## src/amp_pkg.sv

```systemverilog
// Shared constants for the access-mode protection and translation block.
// Assumes a 32-bit APB master and a same-clock execution unit as partner.
package amp_pkg;
  // Two-bit access mode, zero is the most privileged
  typedef logic [1:0] amp_mode_t;
  localparam amp_mode_t MODE_KERNEL = 2'h0;
  localparam amp_mode_t MODE_USER = 2'h3;
  // Register indices; byte address is four times the index
  localparam logic [4:0] IDX_KERN_SP = 5'h00;
  localparam logic [4:0] IDX_EXEC_SP = 5'h01;
  localparam logic [4:0] IDX_SUPV_SP = 5'h02;
  localparam logic [4:0] IDX_USER_SP = 5'h03;
  localparam logic [4:0] IDX_INTR_SP = 5'h04;
  localparam logic [4:0] IDX_R0_BASE = 5'h08;
  localparam logic [4:0] IDX_R0_LEN = 5'h09;
  localparam logic [4:0] IDX_R1_BASE = 5'h0a;
  localparam logic [4:0] IDX_R1_LEN = 5'h0b;
  localparam logic [4:0] IDX_SYS_BASE = 5'h0c;
  localparam logic [4:0] IDX_CTX_BASE = 5'h10;
  localparam logic [4:0] IDX_VEC_BASE = 5'h11;
  localparam logic [4:0] IDX_STATUS = 5'h12;
  localparam logic [4:0] IDX_XLT = 5'h13;
  // Status longword fields
  localparam int STAT_CUR_LSB = 24;
  localparam int STAT_PRV_LSB = 22;
  // Page table entry fields
  localparam int PTE_VALID = 31;
  localparam int PTE_PROTECTION_CODE_LSB = 27;
  localparam int PTE_MOD = 26;
  localparam int PFN_W = 21;
  localparam int OFS_W = 9;
  // Virtual address regions in bits 31:30
  localparam logic [1:0] REG_P0 = 2'h0;
  localparam logic [1:0] REG_P1 = 2'h1;
  localparam logic [1:0] REG_SYS = 2'h2;
  // Reset values
  localparam logic [31:0] REG_RST = 32'h0000_0000;
  // Translation result codes
  typedef enum logic [1:0] {XR_OK, XR_LEN, XR_INVALID} amp_xres_e;
endpackage : amp_pkg

```

## src/amp_top.sv

```systemverilog
// Access-mode protection checks, per-mode stack pointers, and the
// two-level page walk. Assumes the execution unit and memory share pclk.
`timescale 1ns/10ps
// Operation
// Four modes, one stack pointer each
// Inner modes pass checks outer modes fail
// Mode change only to equal or inner
// Probe uses lesser-privileged of previous, operand
// Restored current mode not inner to current
// Restored previous not inner to restored current
// Probe mode zero checks previous mode
// Frame number forms address bits 29:9
// 30-bit address, or 24 when small
// Entry: valid, protection, modified, ignored, frame
// Process walk: examine, form, system, process, address
// Mode zero kernel, three user
// Probe failure reported as flag only
module amp_top
  import amp_pkg::*;
#(
  parameter int PA_W = 30
)(
  // Clock, reset, enable
  input wire logic pclk,
  input wire logic presetn,
  input wire logic ce,
  // APB slave
  input wire logic psel,
  input wire logic penable,
  input wire logic pwrite,
  input wire logic [31:0] paddr,
  input wire logic [31:0] pwdata,
  output logic [31:0] prdata,
  output logic pready,
  output logic pslverr,
  // Mode change request
  input wire logic chm_req,
  input wire amp_pkg::amp_mode_t chm_mode,
  // Probe request and result
  input wire logic prb_req,
  input wire logic prb_write,
  input wire amp_pkg::amp_mode_t prb_mode,
  input wire amp_pkg::amp_mode_t prb_rd_lim,
  input wire amp_pkg::amp_mode_t prb_wr_lim,
  output logic prb_done,
  output logic prb_ok,
  // Return from exception check
  input wire logic rei_req,
  input wire amp_pkg::amp_mode_t rei_cur,
  input wire amp_pkg::amp_mode_t rei_prv,
  output logic rei_done,
  output logic rei_fault,
  // Current and previous mode, and the current mode's stack pointer
  output amp_pkg::amp_mode_t cur_mode,
  output amp_pkg::amp_mode_t prv_mode,
  output logic [31:0] cur_sp,
  // Translation request
  input wire logic xlt_req,
  input wire logic [31:0] xlt_va,
  output logic xlt_busy,
  output logic xlt_done,
  output amp_pkg::amp_xres_e xlt_res,
  output logic [PA_W-1:0] xlt_pa,
  // Page table memory read port
  output logic mem_req,
  output logic [PA_W-1:0] mem_addr,
  input wire logic mem_ack,
  input wire logic [31:0] mem_rdata
);
  import amp_pkg::*;

  initial
  begin
    if (PA_W != 30 && PA_W != 24)
      $error("PA_W must be 30 or 24");
  end

  ////////////////////////////////////////////////////////////////////
  // Register file
  // Storage for printed registers other than status and translation result, addressed by index
  logic [31:0] rf_q [0:31];
  amp_mode_t cur_q; // Current mode
  amp_mode_t prv_q; // Previous mode
  logic [4:0] idx; // Word index of paddr
  logic wr_en; // Write at access edge
  assign idx = paddr[6:2];
  assign wr_en = ce && psel && penable && pwrite;

  // Decoded stored registers; shared by read and write decode
  function automatic logic stored_idx(input logic [4:0] i, input logic [31:0] a);
    stored_idx = (a[31:7] == 25'h0) && (a[1:0] == 2'h0) &&
      (i <= IDX_INTR_SP || (i >= IDX_R0_BASE && i <= IDX_SYS_BASE) ||
       i == IDX_CTX_BASE || i == IDX_VEC_BASE);
  endfunction : stored_idx

  // Any mapped word, including status and translation result
  function automatic logic mapped_idx(input logic [4:0] i, input logic [31:0] a);
    mapped_idx = stored_idx(i, a) || ((a[31:7] == 25'h0) &&
      (a[1:0] == 2'h0) && (i == IDX_STATUS || i == IDX_XLT));
  endfunction : mapped_idx

  // Stored register writes, one flop row per index
  genvar g;
  generate
    for (g = 0; g < 32; g++)
    begin : g_rf
      always_ff @(posedge pclk or negedge presetn)
      begin
        if (!presetn)
          rf_q[g] <= REG_RST;
        else if (wr_en && idx == 5'(g) && stored_idx(idx, paddr))
          rf_q[g] <= pwdata;
      end
    end
  endgenerate

  ////////////////////////////////////////////////////////////////////
  // APB answer: read data captured in setup, ready in access
  logic [31:0] prdata_q;
  logic err_q;
  always_ff @(posedge pclk or negedge presetn)
  begin
    if (!presetn)
    begin
      prdata_q <= 32'h0;
      err_q <= 1'b0;
    end
    else if (ce && psel && !penable)
    begin
      err_q <= !mapped_idx(idx, paddr);
      if (!mapped_idx(idx, paddr) || pwrite)
        prdata_q <= 32'h0;
      else if (idx == IDX_STATUS)
        prdata_q <= (32'(cur_q) << STAT_CUR_LSB) | (32'(prv_q) << STAT_PRV_LSB);
      else if (idx == IDX_XLT)
        prdata_q <= 32'(xlt_pa);
      else
        prdata_q <= rf_q[idx];
    end
  end
  assign prdata = prdata_q;
  // Stalled while ce is low so no access edge is missed
  assign pready = ce;
  assign pslverr = psel && penable && err_q;

  ////////////////////////////////////////////////////////////////////
  // Status longword: modes from change, return, or software write
  always_ff @(posedge pclk or negedge presetn)
  begin
    if (!presetn)
    begin
      cur_q <= MODE_KERNEL;
      prv_q <= MODE_KERNEL;
    end
    else if (ce)
    begin
      if (chm_req)
      begin
        // Never outward
        // Lower code is inner
        cur_q <= (chm_mode < cur_q) ? chm_mode : cur_q;
        prv_q <= cur_q;
      end
      else if (rei_req && rei_cur >= cur_q && rei_prv >= rei_cur)
      begin
        // Restore only a status that passed both checks
        cur_q <= rei_cur;
        prv_q <= rei_prv;
      end
      else if (wr_en && idx == IDX_STATUS && mapped_idx(idx, paddr))
      begin
        cur_q <= pwdata[STAT_CUR_LSB +: 2];
        prv_q <= pwdata[STAT_PRV_LSB +: 2];
      end
    end
  end
  assign cur_mode = cur_q;
  assign prv_mode = prv_q;
  // Stack of the running mode
  assign cur_sp = rf_q[5'(cur_q)];

  ////////////////////////////////////////////////////////////////////
  // Probe: answered one cycle after the request
  amp_mode_t prb_eff; // Maximised probing mode
  logic prb_done_q;
  logic prb_ok_q;
  // Take the outer mode
  // Zero yields previous mode
  assign prb_eff = (prb_mode > prv_q) ? prb_mode : prv_q;
  always_ff @(posedge pclk or negedge presetn)
  begin
    if (!presetn)
    begin
      prb_done_q <= 1'b0;
      prb_ok_q <= 1'b0;
    end
    else if (ce)
    begin
      prb_done_q <= prb_req;
      // Inner modes reach further
      // Result kept as a flag
      if (prb_req)
        prb_ok_q <= prb_eff <= (prb_write ? prb_wr_lim : prb_rd_lim);
    end
  end
  assign prb_done = prb_done_q;
  assign prb_ok = prb_ok_q;

  ////////////////////////////////////////////////////////////////////
  // Return check, answered one cycle after a request made without chm_req
  logic rei_done_q;
  logic rei_fault_q;
  always_ff @(posedge pclk or negedge presetn)
  begin
    if (!presetn)
    begin
      rei_done_q <= 1'b0;
      rei_fault_q <= 1'b0;
    end
    else if (ce)
    begin
      rei_done_q <= rei_req && !chm_req;
      if (rei_req && !chm_req)
        // Restored current not inner
        // Restored previous not inner
        rei_fault_q <= (rei_cur < cur_q) || (rei_prv < rei_cur);
    end
  end
  assign rei_done = rei_done_q;
  assign rei_fault = rei_fault_q;

  ////////////////////////////////////////////////////////////////////
  // Translation walk
  typedef enum logic [2:0] {XS_IDLE, XS_EXAM, XS_SYS_ENT, XS_PROC_ENT, XS_DONE} amp_xs_e;
  amp_xs_e xs_q;
  logic [31:0] va_q; // Operand virtual address
  logic [31:0] pent_va_q; // Virtual address of process entry
  logic [PA_W-1:0] addr_q; // Memory address in flight
  logic [PA_W-1:0] pa_q; // Final physical address
  amp_xres_e res_q;
  logic [31:0] base; // Region base
  logic [31:0] vpn; // Virtual page number
  logic len_bad; // Length check fails
  assign vpn = {11'h0, va_q[29:9]};
  assign base = (va_q[31:30] == REG_P0) ? rf_q[IDX_R0_BASE] : rf_q[IDX_R1_BASE];
  // P1 grows downward, so pages below its length are missing
  assign len_bad = (va_q[31:30] == REG_P0) ? (vpn >= rf_q[IDX_R0_LEN]) :
    (va_q[31:30] == REG_P1) ? (vpn < rf_q[IDX_R1_LEN]) : 1'b0;

  // Frame number on top of the byte offset
  // Width set by PA_W
  function automatic logic [PA_W-1:0] frame_pa(input logic [31:0] page_table_entry,
                                                input logic [8:0] ofs);
    frame_pa = PA_W'({page_table_entry[PFN_W-1:0], ofs});
  endfunction : frame_pa

  // Steps kept in order
  always_ff @(posedge pclk or negedge presetn)
  begin
    if (!presetn)
    begin
      xs_q <= XS_IDLE;
      va_q <= 32'h0;
      pent_va_q <= 32'h0;
      addr_q <= '0;
      pa_q <= '0;
      res_q <= XR_OK;
    end
    else if (ce)
    begin
      unique case (xs_q)
        XS_IDLE:
        begin
          if (xlt_req)
          begin
            va_q <= xlt_va;
            xs_q <= XS_EXAM;
          end
        end
        XS_EXAM:
        begin
          // Step 1 and 2: inspect and form entry virtual address
          pent_va_q <= base + (vpn << 2);
          if (len_bad)
          begin
            res_q <= XR_LEN;
            xs_q <= XS_DONE;
          end
          else if (va_q[31:30] == REG_SYS || va_q[31:30] == 2'h3)
          begin
            // System space needs only its own entry
            addr_q <= PA_W'(rf_q[IDX_SYS_BASE] + (vpn << 2));
            xs_q <= XS_PROC_ENT;
          end
          else
          begin
            // Step 3: system entry mapping the process entry
            addr_q <= PA_W'(rf_q[IDX_SYS_BASE] +
              ({11'h0, (base[29:9] + vpn[29:7])} << 2));
            xs_q <= XS_SYS_ENT;
          end
        end
        XS_SYS_ENT:
        begin
          if (mem_ack)
          begin
            // Valid bit of the entry
            if (!mem_rdata[PTE_VALID])
            begin
              res_q <= XR_INVALID;
              xs_q <= XS_DONE;
            end
            else
            begin
              // Step 4: address of the process entry
              addr_q <= frame_pa(mem_rdata, pent_va_q[8:0]);
              xs_q <= XS_PROC_ENT;
            end
          end
        end
        XS_PROC_ENT:
        begin
          if (mem_ack)
          begin
            // Step 5: operand physical address
            res_q <= mem_rdata[PTE_VALID] ? XR_OK : XR_INVALID;
            pa_q <= frame_pa(mem_rdata, va_q[8:0]);
            xs_q <= XS_DONE;
          end
        end
        XS_DONE:
        begin
          xs_q <= XS_IDLE;
        end
      endcase
    end
  end
  assign mem_req = (xs_q == XS_SYS_ENT) || (xs_q == XS_PROC_ENT);
  assign mem_addr = addr_q;
  assign xlt_busy = (xs_q != XS_IDLE);
  assign xlt_done = (xs_q == XS_DONE);
  assign xlt_res = res_q;
  assign xlt_pa = pa_q;
endmodule : amp_top

```

## config.mk

```make
export PLATFORM = sky130hd
export DESIGN_NAME = amp_top
export DESIGN_NICKNAME = d
export VERILOG_FILES = /design/src/amp_pkg.sv /design/src/amp_top.sv
export SDC_FILE = /design/constraint.sdc
export NUM_CORES = 2
export LEC_CHECK = 0
export ABC_AREA = 1
export BUFFER_PORTS_ARGS = -buffer_cell sky130_fd_sc_hd__buf_2
export CORE_MARGIN = 5
export CORE_UTILIZATION = 55
export CTS_CLUSTER_DIAMETER = 150
export DETAILED_ROUTE_END_ITERATION = 16
export GPL_ROUTABILITY_DRIVEN = 0
export PLACE_DENSITY = 0.79
export SETUP_SLACK_MARGIN = 0.3
export SYNTH_ARGS = -nofsm -noshare
export SYNTH_HDL_FRONTEND = slang
export SYNTH_SLANG_ARGS = --single-unit
```

## constraint.sdc

```tcl
create_clock -name pclk -period 4.2 [get_ports pclk]
set_input_delay 0.63 -clock pclk [delete_from_list [all_inputs] [get_ports pclk]]
set_output_delay 0.63 -clock pclk [all_outputs]
set_load 0.05 [all_outputs]
```

==> results.sh <==
export IMPL_status="complete, no violations"
export IMPL_drcViolationCount=0
export IMPL_finalPower_uw=31100
export IMPL_vdd_drop_max_uv=519
export IMPL_synthTopCellsByArea="dfrtp_1, nand2_1, clkbuf_1"
export IMPL_syn_instance_count=5539
export IMPL_synth_cell_type_count=49
export IMPL_num_vias=39800
export IMPL_timing_hold_ws_ps=134
export IMPL_crit_path_end_kind="flop"
export IMPL_grt_max_degree=130
export IMPL_relSlewSlack_pct=20.7
export IMPL_slowest_stage="dfrtp_1"
export IMPL_synthArstFlopShare_pct=100
export IMPL_route_final_wire_length_mm=154
export IMPL_core_area_mm2=0.0914
export IMPL_fmax_mhz=239
export IMPL_grt_setup_unrepaired="true"
export IMPL_cts_made_buffers=113
export IMPL_clockRootBuffer="clkbuf_16"
export IMPL_cts_sinks=1166
export IMPL_syn_to_final_growth_pct=11.6
export IMPL_yosysTopAreaCell="dfrtp_1"
export IMPL_clk_pin_slew_ps=60
export IMPL_slowest_delay_ps=410
export IMPL_seq_area_frac_synth_pct=57.8
export IMPL_nets=5415
export IMPL_pin_count=291
export IMPL_worstPathArrival_ps=4790
export IMPL_finalCritPeriodShare_pct=99.5
export IMPL_path_max_fanout=6
export IMPL_ys_seq_elements=1166
export IMPL_hold_class="input port to flop"
export IMPL_synth_common_cells="dfrtp_1, nand2_1, clkbuf_1"
export IMPL_via_per_inst=6.16
export IMPL_insertion_delay_ps=730
export IMPL_path_class="flop to flop"
export IMPL_cp_required_ps=4810
export IMPL_finalHoldViolCount=0
export IMPL_antenna_found_initial=11
export IMPL_drtPass1Iterations=7
export IMPL_grt_overflow_total=0
export IMPL_cts_tree="done"
export IMPL_drive_above_1_share_pct=17.1
export IMPL_worst_pin_slew_ps=1190
export IMPL_portBuffers=280
export IMPL_fin_skew_ps=63.9
export IMPL_min_period_ps=4180
export IMPL_rows=111
export IMPL_initial_utilization_pct=55.2
export IMPL_grt_pass1_vias=38800
export IMPL_ys_warn_count=0
export IMPL_synth_fp_nets=5789
export IMPL_dieArea_mm2=0.0979
export IMPL_drtIter0Drc=5741
export IMPL_clockBufferDepth=3
export IMPL_grt_pass1_wl_mm=234
export IMPL_htreeDepth=3
export IMPL_reg2reg_slack_ps=20
export IMPL_syn_area_mm2=0.0504
export IMPL_power_density_mw_per_mm2=552
export IMPL_dpl_hpwl_mm=102
export IMPL_die_w_um=313
export IMPL_leakage_uw=0.0274
export IMPL_cap_violations=0
export IMPL_setup_viol=0
export IMPL_synth_avg_cell_area_um2=9.11
export IMPL_synth_most_common_cell="dfrtp_1"
export IMPL_critical_path_startpoint_type="flop"
export IMPL_grt_usage_pct=30.7
export IMPL_synth_edff_count=0
export IMPL_postRouteAntennaNets=0
export IMPL_wl_per_cell_um=23.9
export IMPL_slew_viol_final=0
export IMPL_worst_path_most_repeated_cell="nand2_1"
export IMPL_synth_top_flop_cell="dfrtp_1"
export IMPL_synth_top_area_share_pct=57.8
export IMPL_dieHeight_um=313
-- path summary, 6_finish.rpt --
kind | startpoint | end | cells past startpoint
worst max-delay path | va_q[31] | mem_addr[27] | 30
worst min-delay path | xlt_va[12] | va_q[12] | 2
worst max register to register | va_q[31] | mem_addr[27] | 30
worst min register to register | rf_q[95] | rf_q[95] | 0
max in group asynchronous | presetn | xlt_pa[29] | 3
min in group asynchronous | presetn | rf_q[0] | 2
-- final cells by class --
class | instances | area, um^2
diodes | 4 | 10.0
flip-flops and latches | 1166 | 29200
multi-input cells | 3170 | 17500
repair buffers | 454 | 3120
clock buffers | 154 | 3280
clock inverters | 59 | 701
fillers | 7016 | 35100
well taps | 1186 | 1480
inverters | 260 | 986
-- worst max-delay path, delay by kind of cell (launching register included) --
kind                       cells  cell delay, ps
AOI/OAI and AO/OA              5             760
xor gates and xnor gates       1             160
adders and majority gates      3             730
buffers and inverters          5             450
DFF                            1             410
and+or+nand+nor               16            1540
-- sequential cells by signal (all words and copies together) (netlist names), 2 cells and up --
name / cells
cur_mode: 2
mem_addr: 30
pent_va_q: 9
prdata: 32
prv_mode: 2
rf_q: 1019
va_q: 32
xlt_pa: 30
xlt_res: 2
xs_q: 3
-- cell usage in the layout (no fill, tap or decap), types with 8 or more instances in the layout --
cell        instances
o31ai_1            31
o21ai_1           263
nand4_1            30
nand3_1           107
nor2_1            152
mux2_2             27
a21oi_1           180
clkinvlp_4          9
clkbuf_16         114
o21ai_0           383
nand2_2            33
nand2_1          1109
a21o_1             10
buf_4             138
clkinv_2           30
inv_1             239
clkbuf_8           28
a22oi_1           391
nand2_4             8
a21oi_2            22
nand3_2            21
clkbuf_1           12
dfrtp_1          1165
or2_2              12
nor2_2             25
buf_2             279
buf_12             30
nor3_1             18
o22ai_1           127
inv_2              16
nor2_4             12
bufinv_16          10
ha_4               14
o21ai_2            24
nor4_1             15
ha_1               77
-- kinds of logic after synthesis --
group | Yosys count | synth area share [%]
buf+inv | 1203 | 9.05
simple gates | 1564 | 12.6
flops | 1166 | 57.8
mux | 30 | 0.662
xor+xnor | 7 | 0.122
compound gates | 1471 | 17.2
fa+ha+maj | 98 | 2.48
-- report_power, final --
part | switching (uW) | total [uW] | internal (uW) | leakage [uW]
logic | 5700 | 7960 | 2260 | 0.00937
clock network | 4540 | 10700 | 6130 | 0.00196
registers | 743 | 12500 | 11700 | 0.0161
total | 11000 | 31100 | 20100 | 0.0274
-- layer usage --
layer / part of all wire (%) / GRT usage [%] / up-vias
met3: 12 / 9.48 / 544
met2: 43 / 44.7 / 2649
met1: 39 / 42.3 / 19100
li1: - / - / 17400
met4: 6.0 / 15.3 / 14
met5: 0.062 / 0 / -
-- metrics by stage --
stage,TNS [ps],area (um^2),setup WS (ps),utilization [%],cells
after floorplan,0,50600,207,-,5539
after global placement,-567,51200,-133,56.1,6198
after detailed placement,-873,51200,-161,56.1,6198
after CTS,0,55600,218,60.8,6428
after global routing,-1340,56300,-191,61.6,6449
final,0,56300,20.1,61.6,6453
-- timing repair --
action | in CTS | in global routing
hold buffers | 1 | 0
endpoints found under the setup margin | 21 | 23
hold endpoints to repair | 48 | 0
pin swaps | 27 | 66
setup buffers | 16 | 21
gates resized for setup | 73 | 147
No activity file was read; power rests on OpenSTA's default activity.
